### src/rtl/cfab_pkg.sv
// package: register map, field layout and timing constants of the filter/bit-timing block
package cfab_pkg;

    // ------------------------------------------------------------
    // register indices (8-bit registers, index = address)
    // ------------------------------------------------------------
    localparam logic [4:0] ADDR_DFLEN   = 5'h00;
    localparam logic [4:0] ADDR_FEN_LO  = 5'h01;
    localparam logic [4:0] ADDR_FEN_HI  = 5'h02;
    localparam logic [4:0] ADDR_LINK0   = 5'h03;
    localparam logic [4:0] ADDR_LINK7   = 5'h0A;
    localparam logic [4:0] ADDR_FILTER_MASK_CHOICE_0   = 5'h0B;
    localparam logic [4:0] ADDR_FILTER_MASK_CHOICE_3   = 5'h0E;
    localparam logic [4:0] ADDR_BT_PRE  = 5'h0F;
    localparam logic [4:0] ADDR_BT_SEG  = 5'h10;
    localparam logic [4:0] ADDR_BT_PH2  = 5'h11;
    localparam logic [4:0] ADDR_CTRL    = 5'h12;

    // ------------------------------------------------------------
    // reset values
    // ------------------------------------------------------------
    localparam logic [7:0]  RST_FEN_LO  = 8'h3F;
    localparam logic [7:0]  RST_FEN_HI  = 8'h10;
    localparam logic [63:0] RST_LINK    = 64'h0000_0000_0011_1100;
    localparam logic [31:0] RST_MSEL    = 32'h0000_0550;
    localparam logic [7:0]  RST_ZERO    = 8'h00;

    // ------------------------------------------------------------
    // field layout and codes
    // ------------------------------------------------------------
    localparam logic [7:0] DFLEN_MASK   = 8'h1F;
    localparam logic [7:0] PH2_MASK     = 8'hC7;
    localparam logic [4:0] DFLEN_MAX    = 5'h12;
    localparam logic [3:0] DLC_ZERO     = 4'h0;
    localparam logic [3:0] DLC_ONE      = 4'h1;
    localparam logic [3:0] DLC_TWO      = 4'h2;
    localparam logic [3:0] LINK_RSVD    = 4'h8;
    localparam logic [3:0] IPT_TQ       = 4'h2;
    localparam logic [1:0] TRIPLE_SPAN  = 2'h3;

    typedef enum logic [1:0] {
        CFAB_MASK0  = 2'b00,
        CFAB_MASK1  = 2'b01,
        CFAB_MASKF  = 2'b10,
        CFAB_NOMASK = 2'b11
    } cfab_msel_t;

    typedef enum logic [1:0] {
        CFAB_MODE_LEGACY = 2'b00,
        CFAB_MODE_ENH    = 2'b01,
        CFAB_MODE_FIFO   = 2'b10
    } cfab_mode_t;

    // bit-time segment lengths, all in time quanta
    typedef struct packed {
        logic [2:0] sjw_tq;
        logic [3:0] prop_tq;
        logic [3:0] ph1_tq;
        logic [3:0] ph2_tq;
    } cfab_timing_t;

endpackage

### src/rtl/cfab_core.sv
// module: acceptance setup and nominal bit-timing generator
//
// Strobed register access and the register addresses are this design's own decisions.
`timescale 1ns/1ps
`default_nettype none
// Summary of operation
// - in legacy mode the filter bit count reads and acts as zero.
// - extended modes: count 0 to 18 bits for data-byte filtering, per frame length.
// - zero-length frame compares no data bits.
// - one-byte frame compares low three count bits, at most 8.
// - two-byte frame compares low four count bits, at most 16.
// - three-byte frame uses whole count, at most 18.
// - acceptance setup registers exist only in modes 1 and 2.
// - one enable bit per filter, one enables it.
// - four-bit buffer pointer per filter; codes 8 to 15 reserved.
// - two-bit mask choice: mask 0, mask 1, filter 15, or none.
// - bit-timing registers writable only in configuration mode.
// - jump width is field plus one quanta.
// - quantum is two times (prescaler plus one) oscillator clocks.
// - phase 2 free when select set, else max of phase 1 and processing time.
// - triple sampling takes three samples, two before the sample point and one at it.
// - phase 1 is field plus one quanta.
// - propagation is field plus one quanta.
// - phase 2 field plus one, ignored while select is clear.
// - wake disable bit blocks bus-activity wake-up.
// - wake filter bit passes the line through the filter before detection.
// - unimplemented bits read as zero.
module cfab_core
    import cfab_pkg::*;
(
    input  wire logic        sys_clk,
    input  wire logic        rst,
    input  wire logic [4:0]  reg_addr,
    input  wire logic [7:0]  reg_wdata,
    input  wire logic        reg_wr,
    input  wire logic        reg_rd,
    output logic      [7:0]  reg_rdata,
    input  wire logic [1:0]  op_mode,
    input  wire logic        config_mode,
    input  wire logic [3:0]  frame_length_code,
    input  wire logic [3:0]  filter_sel,
    input  wire logic        can_rx,
    output logic      [4:0]  data_bits_compared,
    output logic             filter_on,
    output logic      [3:0]  filter_target_buffer,
    output logic             target_reserved,
    output logic      [1:0]  filter_mask_choice,
    output cfab_timing_t     timing,
    output logic             tq_tick,
    output logic             sample_tick,
    output logic             sample_pulse,
    output logic             rx_sampled,
    output logic             bus_wake
);

    // ------------------------------------------------------------
    // helpers
    // ------------------------------------------------------------
    function automatic logic [3:0] plus_one(input logic [2:0] f);
        plus_one = {1'b0, f} + 4'h1;
    endfunction

    function automatic logic [4:0] min5(input logic [4:0] a, input logic [4:0] b);
        min5 = (a < b) ? a : b;
    endfunction

    // ------------------------------------------------------------
    // registers
    // ------------------------------------------------------------
    logic [4:0]  dflen_q;
    logic [15:0] fen_q;
    logic [63:0] link_q;
    logic [31:0] msel_q;
    logic [7:0]  bt_pre_q;
    logic [7:0]  bt_seg_q;
    logic [7:0]  bt_ph2_q;
    logic        ext_mode;
    logic [2:0]  link_idx;
    logic [1:0]  msel_idx;

    assign ext_mode = (op_mode == CFAB_MODE_ENH) || (op_mode == CFAB_MODE_FIFO);
    assign link_idx = 3'(reg_addr - ADDR_LINK0);
    assign msel_idx = 2'(reg_addr - ADDR_FILTER_MASK_CHOICE_0);

    // acceptance setup; writes land only in extended modes
    always_ff @(posedge sys_clk) begin
        if (rst) begin
            dflen_q <= RST_ZERO[4:0];
            fen_q   <= {RST_FEN_HI, RST_FEN_LO};
            link_q  <= RST_LINK;
            msel_q  <= RST_MSEL;
        end else if (reg_wr && ext_mode) begin
            if (reg_addr == ADDR_DFLEN) begin
                dflen_q <= reg_wdata[4:0];
            end
            if (reg_addr == ADDR_FEN_LO) begin
                fen_q[7:0] <= reg_wdata;
            end
            if (reg_addr == ADDR_FEN_HI) begin
                fen_q[15:8] <= reg_wdata;
            end
            if (reg_addr >= ADDR_LINK0 && reg_addr <= ADDR_LINK7) begin
                link_q[link_idx*8 +: 8] <= reg_wdata;
            end
            if (reg_addr >= ADDR_FILTER_MASK_CHOICE_0 && reg_addr <= ADDR_FILTER_MASK_CHOICE_3) begin
                msel_q[msel_idx*8 +: 8] <= reg_wdata;
            end
        end
    end

    // bit-timing registers are locked outside configuration mode
    always_ff @(posedge sys_clk) begin
        if (rst) begin
            bt_pre_q <= RST_ZERO;
            bt_seg_q <= RST_ZERO;
            bt_ph2_q <= RST_ZERO;
        end else if (reg_wr && config_mode) begin
            if (reg_addr == ADDR_BT_PRE) begin
                bt_pre_q <= reg_wdata;
            end
            if (reg_addr == ADDR_BT_SEG) begin
                bt_seg_q <= reg_wdata;
            end
            if (reg_addr == ADDR_BT_PH2) begin
                bt_ph2_q <= reg_wdata & PH2_MASK;
            end
        end
    end

    // ------------------------------------------------------------
    // read port, data one cycle after the strobe
    // ------------------------------------------------------------
    logic [7:0] rd_d;
    always_comb begin
        rd_d = RST_ZERO;
        if (reg_addr == ADDR_BT_PRE) begin
            rd_d = bt_pre_q;
        end else if (reg_addr == ADDR_BT_SEG) begin
            rd_d = bt_seg_q;
        end else if (reg_addr == ADDR_BT_PH2) begin
            rd_d = bt_ph2_q;
        end else if (reg_addr == ADDR_CTRL) begin
            rd_d = {6'h00, op_mode};
        end else if (ext_mode) begin
            if (reg_addr == ADDR_DFLEN) begin
                rd_d = {3'h0, dflen_q};
            end else if (reg_addr == ADDR_FEN_LO) begin
                rd_d = fen_q[7:0];
            end else if (reg_addr == ADDR_FEN_HI) begin
                rd_d = fen_q[15:8];
            end else if (reg_addr >= ADDR_LINK0 && reg_addr <= ADDR_LINK7) begin
                rd_d = link_q[link_idx*8 +: 8];
            end else if (reg_addr >= ADDR_FILTER_MASK_CHOICE_0 && reg_addr <= ADDR_FILTER_MASK_CHOICE_3) begin
                rd_d = msel_q[msel_idx*8 +: 8];
            end
        end
    end

    always_ff @(posedge sys_clk) begin
        if (rst) begin
            reg_rdata <= RST_ZERO;
        end else if (reg_rd) begin
            reg_rdata <= rd_d;
        end else begin
            reg_rdata <= RST_ZERO;
        end
    end

    // ------------------------------------------------------------
    // data-byte filter length per received frame
    // ------------------------------------------------------------
    logic [4:0] eff_len;
    logic [4:0] cmp_d;
    assign eff_len = ext_mode ? dflen_q : RST_ZERO[4:0];

    always_comb begin
        // one- and two-byte frames keep only the low count bits; longer frames clamp the count to 18
        case (frame_length_code)
            DLC_ZERO: cmp_d = 5'h00;
            DLC_ONE:  cmp_d = min5({2'b00, eff_len[2:0]}, 5'h08);
            DLC_TWO:  cmp_d = min5({1'b0, eff_len[3:0]}, 5'h10);
            default:  cmp_d = min5(eff_len, DFLEN_MAX);
        endcase
    end

    always_ff @(posedge sys_clk) begin
        if (rst) begin
            data_bits_compared <= 5'h00;
        end else begin
            data_bits_compared <= cmp_d;
        end
    end

    // per-filter lookups for the matcher
    always_ff @(posedge sys_clk) begin
        if (rst) begin
            filter_on            <= 1'b0;
            filter_target_buffer <= 4'h0;
            target_reserved      <= 1'b0;
            filter_mask_choice   <= 2'b00;
        end else begin
            filter_on            <= ext_mode && fen_q[filter_sel];
            filter_target_buffer <= link_q[filter_sel*4 +: 4];
            target_reserved      <= link_q[filter_sel*4 + 3] == LINK_RSVD[3];
            filter_mask_choice   <= msel_q[filter_sel*2 +: 2];
        end
    end

    // ------------------------------------------------------------
    // segment lengths
    // ------------------------------------------------------------
    logic [3:0] ph1_len;
    logic [3:0] ph2_len;
    assign ph1_len = plus_one(bt_seg_q[5:3]);
    assign ph2_len = bt_seg_q[7] ? plus_one(bt_ph2_q[2:0])
                   : ((ph1_len > IPT_TQ) ? ph1_len : IPT_TQ);

    always_ff @(posedge sys_clk) begin
        if (rst) begin
            timing <= '0;
        end else begin
            timing.sjw_tq  <= 3'({1'b0, bt_pre_q[7:6]} + 3'h1);
            timing.prop_tq <= plus_one(bt_seg_q[2:0]);
            timing.ph1_tq  <= ph1_len;
            timing.ph2_tq  <= ph2_len;
        end
    end

    // ------------------------------------------------------------
    // quantum divider: 2*(prescaler+1) clocks per quantum
    // ------------------------------------------------------------
    logic [6:0] pre_cnt_q;
    logic [6:0] pre_top;
    assign pre_top = 7'({1'b0, bt_pre_q[5:0]} * 7'h2 + 7'h1);
    always_ff @(posedge sys_clk) begin
        if (rst || config_mode) begin
            pre_cnt_q <= 7'h00;
            tq_tick   <= 1'b0;
        end else if (pre_cnt_q >= pre_top) begin
            pre_cnt_q <= 7'h00;
            tq_tick   <= 1'b1;
        end else begin
            pre_cnt_q <= pre_cnt_q + 7'h1;
            tq_tick   <= 1'b0;
        end
    end

    // ------------------------------------------------------------
    // bit-time sequencer
    // ------------------------------------------------------------
    typedef enum logic [1:0] {
        CFAB_SYNC  = 2'b00,
        CFAB_PROP  = 2'b01,
        CFAB_PH1   = 2'b10,
        CFAB_PH2   = 2'b11
    } cfab_seg_t;

    cfab_seg_t  seg_q;
    logic [3:0] seg_cnt_q;
    logic [2:0] samp_q;
    logic [3:0] prop_len;
    assign prop_len = plus_one(bt_seg_q[2:0]);

    always_ff @(posedge sys_clk) begin
        if (rst || config_mode) begin
            seg_q     <= CFAB_SYNC;
            seg_cnt_q <= 4'h1;
        end else if (tq_tick) begin
            case (seg_q)
                CFAB_SYNC: begin
                    seg_q     <= CFAB_PROP;
                    seg_cnt_q <= 4'h1;
                end
                CFAB_PROP: begin
                    if (seg_cnt_q >= prop_len) begin
                        seg_q     <= CFAB_PH1;
                        seg_cnt_q <= 4'h1;
                    end else begin
                        seg_cnt_q <= seg_cnt_q + 4'h1;
                    end
                end
                CFAB_PH1: begin
                    if (seg_cnt_q >= ph1_len) begin
                        seg_q     <= CFAB_PH2;
                        seg_cnt_q <= 4'h1;
                    end else begin
                        seg_cnt_q <= seg_cnt_q + 4'h1;
                    end
                end
                CFAB_PH2: begin
                    if (seg_cnt_q >= ph2_len) begin
                        seg_q     <= CFAB_SYNC;
                        seg_cnt_q <= 4'h1;
                    end else begin
                        seg_cnt_q <= seg_cnt_q + 4'h1;
                    end
                end
                default: begin
                    seg_q     <= CFAB_SYNC;
                    seg_cnt_q <= 4'h1;
                end
            endcase
        end
    end

    // last quantum of phase 1 closes on the sample point
    assign sample_tick = tq_tick && (seg_q == CFAB_PH1) && (seg_cnt_q >= ph1_len);

    // three samples taken on the quanta leading to the sample point
    always_ff @(posedge sys_clk) begin
        if (rst) begin
            samp_q       <= 3'h7;
            rx_sampled   <= 1'b1;
            sample_pulse <= 1'b0;
        end else begin
            sample_pulse <= sample_tick;
            if (tq_tick) begin
                samp_q <= {samp_q[1:0], can_rx};
            end
            if (sample_tick) begin
                if (bt_seg_q[6]) begin
                    // majority of the last three quanta, this one included
                    rx_sampled <= (samp_q[1] & samp_q[0]) | (samp_q[1] & can_rx)
                                | (samp_q[0] & can_rx);
                end else begin
                    rx_sampled <= can_rx;
                end
            end
        end
    end

    // ------------------------------------------------------------
    // bus-activity wake-up
    // ------------------------------------------------------------
    logic [TRIPLE_SPAN-2'h2:0] wfilt_q;
    logic                      line_low;
    // filter trades a two-clock delay for rejection of glitches up to two clocks long
    assign line_low = bt_ph2_q[6] ? (~can_rx & ~wfilt_q[0] & ~wfilt_q[1])
                                  : ~can_rx;
    always_ff @(posedge sys_clk) begin
        if (rst) begin
            wfilt_q  <= '1;
            bus_wake <= 1'b0;
        end else begin
            wfilt_q  <= {wfilt_q[0], can_rx};
            bus_wake <= line_low && !bt_ph2_q[7];
        end
    end

    // ------------------------------------------------------------
    // checks
    // ------------------------------------------------------------
    a_legacy_len_zero: assert property (@(posedge sys_clk) disable iff (rst)
        !ext_mode |=> data_bits_compared == 5'h00)
        else $error("legacy mode compared data bits");
    a_len_bound: assert property (@(posedge sys_clk) disable iff (rst)
        data_bits_compared <= DFLEN_MAX)
        else $error("compare count above maximum");
    a_dlc_zero: assert property (@(posedge sys_clk) disable iff (rst)
        frame_length_code == DLC_ZERO |=> data_bits_compared == 5'h00)
        else $error("zero-length frame compared bits");
    a_dlc_one: assert property (@(posedge sys_clk) disable iff (rst)
        frame_length_code == DLC_ONE |=> data_bits_compared <= 5'h08)
        else $error("one-byte compare exceeds 8");
    a_bt_locked: assert property (@(posedge sys_clk) disable iff (rst)
        !config_mode |=> $stable(bt_pre_q) && $stable(bt_seg_q))
        else $error("bit timing changed outside config mode");
    a_legacy_nowrite: assert property (@(posedge sys_clk) disable iff (rst)
        !ext_mode |=> $stable(fen_q) && $stable(link_q))
        else $error("acceptance setup written in legacy mode");
    a_ph2_floor: assert property (@(posedge sys_clk) disable iff (rst)
        !bt_seg_q[7] |-> ph2_len >= ph1_len && ph2_len >= IPT_TQ)
        else $error("phase 2 below phase 1 or processing time");
    a_wake_block: assert property (@(posedge sys_clk) disable iff (rst)
        bt_ph2_q[7] && $past(bt_ph2_q[7]) |-> !bus_wake)
        else $error("wake while disabled");
    a_sample_in_ph1: assert property (@(posedge sys_clk) disable iff (rst)
        sample_tick |=> seg_q == CFAB_PH2 || config_mode)
        else $error("sample point not at phase 1 end");

endmodule
`default_nettype wire

### config.mk
export PLATFORM = sky130hd
export DESIGN_NAME = cfab_core
export DESIGN_NICKNAME = d
export VERILOG_FILES = /design/src/rtl/cfab_pkg.sv /design/src/rtl/cfab_core.sv
export SDC_FILE = /design/constraint.sdc
export NUM_CORES = 1
export LEC_CHECK = 0
export BUFFER_PORTS_ARGS = -buffer_cell sky130_fd_sc_hd__buf_2
export CORE_MARGIN = 8
export CORE_UTILIZATION = 39
export CTS_CLUSTER_SIZE = 20
export DETAILED_ROUTE_END_ITERATION = 8
export HOLD_SLACK_MARGIN = 0.1
export PLACE_DENSITY = 0.54
export SYNTH_ARGS = -nofsm -noshare
export SYNTH_HDL_FRONTEND = slang
export SYNTH_SLANG_ARGS = --single-unit
### constraint.sdc
create_clock -name sys_clk -period 5.59 [get_ports sys_clk]
set_input_delay 1.118 -clock sys_clk [delete_from_list [all_inputs] [get_ports sys_clk]]
set_output_delay 1.118 -clock sys_clk [all_outputs]
set_load 0.005 [all_outputs]
# Yosys cells after proc, flatten, opt, wreduce, memory -nomap -nowiden
# Index checks and enable logic that the tools add are counted.
# W data, S select, Z words.
[word_totals]
ff_bits = 195
[classes]
n_lt_le_gt_ge = 12
addsub = 12
shifts = 8
eq_ne = 16
n_reduce_logical = 25
n_mux = 32
n_bitwise = 11
[op_table]
columns = ["op", "count"]
rows = [
  ["$mux W8", 10],
  ["$bwmux W64", 1],
  ["$shift A8 B34 Y64 const A", 1],
  ["$shiftx A64 B7 Y4", 1],
  ["$shiftx A64 B7 Y8", 1],
  ["$shiftx A8 B34 Y64", 1],
  ["$neg A5 Y34", 1],
  ["$neg A6 Y34", 1],
  ["$shift A8 B34 Y32 const A", 1],
  ["$shiftx A8 B34 Y32", 1],
  ["$bwmux W32", 1],
  ["$shiftx A32 B6 Y2", 1],
  ["$shiftx A32 B6 Y8", 1],
  ["$mux W4", 5],
  ["$pmux W4 S4", 1],
  ["$reduce_and A2 Y1", 8],
  ["$eq A5 B5 Y1 const B", 3],
  ["$pmux W5 S3", 1],
  ["$add A7 B1 Y7 const B", 2],
  ["$add A3 B1 Y4 const B", 3],
  ["$ge A4 B4 Y1", 3],
  ["$le A5 B4 Y1 const B", 2],
  ["$mux W5", 2],
  ["$logic_and A1 B1 Y1", 8],
  ["other kinds (35)", 56],
]

# Longest topological paths before layout
[depth]
word_depth = 12
depth_mapped = 13

# Worst setup path after synthesis
# No wires, ideal clock.
[synth_path]
kind = "input -> register"
from = "input port reg_addr[0]"
to = "register reg_rdata[5]"
stages = 12
n_path_buf = 5
path_slack_ps = 1994
t_arrival_ps = 3468
setup_ps = 128
path_cell_list = "buf_2 > buf_2 > inv_1 > ha_1 > buf_4 > buf_4 > buf_4 > mux4_2 > mux2i_1 > nor2_1 > a211oi_1 > o22ai_1"
[synth_via]
elab_chain_len = 12
word_cells_on_any_way = 27
classes_between = "add/sub (2); order compare (4); eq/ne (6); shift (2); mux (10); reduce/logical (3)"
[synth_lines]
columns = ["element", "line_no", "rtl"]
rows = [
  ["start, declared", "cfab_core.sv:33", "input wire logic [4:0] reg_addr,"],
  ["parallel branches: the longest is 11 deep, another holds $sub A3 B2 Y3", "n/a", ""],
  ["$mux W8 (*)", "cfab_core.sv:136", "if (reg_addr == ADDR_BT_PRE) begin"],
  ["end signal, assigned", "cfab_core.sv:163", "reg_rdata <= rd_d;"],
  ["end, declared", "cfab_core.sv:37", "output logic [7:0] reg_rdata,"],
]
# Mark *: on every way between the ends.
# A chain may end at the register's enable or synchronous reset.

# Worst setup path in the final report
[layout_path]
from = "input port reg_addr[0]"
to = "register link_q[55]"
[layout_via]
elab_chain_len = 4
word_cells_on_any_way = 9
classes_between = "add/sub (2); order compare (2); shift (2); mux (1); reduce/logical (2)"
[layout_lines]
columns = ["element", "line_no", "rtl"]
rows = [
  ["$sub A3 B2 Y3", "cfab_core.sv:82", "assign link_idx = 3'(reg_addr - ADDR_LINK0);"],
  ["$neg A6 Y34", "cfab_core.sv:103", "link_q[link_idx*8 +: 8] <= reg_wdata;"],
  ["$shiftx A8 B34 Y64 / $shift A8 B34 Y64 (equally long branches)", "cfab_core.sv:103", ""],
  ["$bwmux W64", "cfab_core.sv:103", ""],
  ["end signal, assigned by index", "cfab_core.sv:103", ""],
  ["end, declared", "cfab_core.sv:72", "logic [63:0] link_q;"],
]
# Several ways; a longest one is shown, not always the timed one.

==> impl_metrics.ini <==
[logic_synthesis]
synth_top_area_share_pct = 38.99
synth_seq_area_share_pct = 38.99
syn_avg_cell_area_sq_um = 9.189
syn_area_sq_um = 9961
yosys_most_used_dff = dfxtp_1
synth_nets = 1148
synth_top_area_cell = dfxtp_1
async_flop_share_pct = 0
ys_ff_latch = 194
synthDistinctLibCells = 61
yosysMostFrequentCell = dfxtp_1
syn_inst = 1084
synth_commonest_cells = dfxtp_1, nand2_1, a21oi_1, nand3_1, mux4_2
netlist_top_cells_area = dfxtp_1, mux4_2, nand2_1
synth-edff-count = 0
yosysWarnings = 0

[cts]
cts-resized-gates = 0
cts_max_level = 4
cts_setup_buffers = 0
path_clk_slew_ps = 70
cts_num_sinks = 194
clock_latency_ps = 440
clockRootBuffer = clkbuf_16
cts_hold_buf = 0
cts_buffers = 17
cts_tree = built
clock_path_buffers = 2

[power]
pwr-share-comb_pct = 8.7
power_density_nw_per_um2 = 263.3
intPower_mw = 2.144
peakVddDrop_mv = 0.1900
p_clk_share_pct = 43.1
switching_share_pct = 26.18
pwr-share-seq_pct = 48.1
p_leak_nw = 3.949
p_sw_mw = 0.7604

[layout]
multi_input_area_sq_um = 5649
final_core_util_pct = 43.94
syn2layout_area_growth_pct = 10.77
register_area_sq_um = 3884
nets = 1169
drive_gt1_share_pct = 17.19
fill_cells = 2494
fin_cells = 1447
antenna_cells = 0

[routing]
detail-route-antenna-nets = 0
routed_wl_mm = 30.47
drt_iter0_drc = 844
drt_first_pass_iters = 5
wire_per_inst_microns = 21.06
drc = 0
num_vias = 8351
via_per_inst = 5.771

[timing]
hold_viol = 0
fmax_mhz = 251.8
post-route-period-util_pct = 71.04
hold_slack_ps = 451.5
grt_setup_unrepaired = no
maxSlewHeadroom_pct = 31.82
worstMarginPinSlew_ps = 1023
period_needed_ps = 3971
finalSetupTns_ps = 0
finalMaxSlewViolations = 0
skew_ps = 11.07
setup-violations-final = 0

[grt]
track_usage_pct = 19.75
grt_max_degree = 72
grt_antenna_before_repair = 1
grt_overflow_total = 0
grt_pass1_vias = 8062
grt_pass1_wl_mm = 47.82

[place]
place_congestion = 0.8825
hpwlAfterDp_mm = 21.83
portBuffers = 69
dp.cells = 1416

[setup_path]
critPathKind = in -> reg
reg2reg_slack_ps = 2230
critPathLaunchType = input port
crit_arrival_ps = 4260
critPathRequiredTime_ps = 5880
cp_max_fo = 35
end_kind = flop

[min_path]
min_path_type = reg -> reg

[die]
initial_core_util_pct = 39.67
fp.dieW_microns = 175.8
rows = 58
die_area_sq_um = 30910
die_h_microns = 175.8
core-area_sq_um = 25110
ios = 70

[status]
status = finished clean

[run]
maxCapViolations = 0
[final timing paths]
check,start,to,cells after the start
setup / recovery,reg_addr[0],link_q[55],9
hold / removal,wfilt_q[0],wfilt_q[1],1
setup reg to reg,bt_seg_q[3],seg_cnt_q[3],12
hold reg to reg,wfilt_q[0],wfilt_q[1],1
[cells in the final DEF (no fill, tap or decap), types with 8 or more instances in the layout]
cell	n
dfxtp_1	194
nand2_1	178
a21oi_1	112
nand3_1	84
buf_2	68
mux4_2	59
nor2_1	57
ha_1	35
and2_1	25
o21ai_0	21
nor2b_1	20
mux2i_1	18
inv_1	17
clkbuf_16	17
nor3_1	16
nand3b_1	16
nand2b_1	14
buf_4	14
a211o_1	12
and3_1	10
o21ai_2	8
[cell type report]
class	instances	area share (%)
Timing Repair Buffer	82	4.037
Tap cell	330	3.742
Sequential cell	194	35.20
Multi-Input combinational cell	793	51.20
Inverter	17	0.5784
Clock inverter	13	1.350
Clock buffer	18	3.890
[state kept, by name (all words and copies together) (netlist names), 2 cells and up]
signal and flops:
reg_rdata 8, filter_target_buffer 4, bt_pre_q 8, bt_ph2_q 5, link_q 64, data_bits_compared 5, dflen_q 5, wfilt_q 2
pre_cnt_q 7, seg_cnt_q 4, fen_q 16, bt_seg_q 8, timing 15, filter_mask_choice 2, seg_q 2, msel_q 32
samp_q 2
[per-layer routing]
layer / global-route usage [%] / vias up / part of all wire, % / routed length [microns]
met4: 4.945 / 2 / 1.3 / 381
met5: 0 / - / 0.039 / 12
met1: 28.28 / 4029 / 48 / 14600
met3: 3.822 / 29 / 6.6 / 2017
met2: 29.92 / 313 / 44 / 13460
li1: - / 3978 / - / -
[worst max-delay path: stages]
cell     delay, ps
buf_2          600
inv_1          210
ha_1           750
nor2b_1        160
nand2_1        270
nor4b_4        590
nand2_1        350
nand2_1        150
a21oi_1         70
[logic make-up after synthesis]
logic type,share of synthesized area [%]
AO/OA/AOI/OAI,13.98
buffers and inverters,4.421
flip-flops,38.99
adder cells (fa/ha/maj),4.396
multiplexers,15.26
XOR/XNOR,1.043
AND/OR/NAND/NOR,21.91
[stage by stage]
| step | setup slack (ps) | instance area (sq um) | total power [mW] |
|---|---|---|---|
| 4_1_cts | 1617 | 11030 | 2.929 |
| 2_1_floorplan | 1994 | 9961 | 1.603 |
| 3_3_place_gp | 1230 | 10460 | 1.682 |
| 3_5_place_dp | 1155 | 10460 | 1.682 |
| 6_report | 1619 | 11030 | 2.905 |
| 5_1_grt | 1306 | 11030 | 3.002 |
[power by group through the flow]
stage | Clock, mW | Combinational (mW) | Sequential [mW]
after global placement | 0 | 0.251 | 1.43
after CTS | 1.28 | 0.253 | 1.40
after floorplan | 0 | 0.175 | 1.43
final | 1.25 | 0.254 | 1.40
after detailed placement | 0 | 0.252 | 1.43
after global routing | 1.33 | 0.274 | 1.40
(Power assumes the default switching activity.)
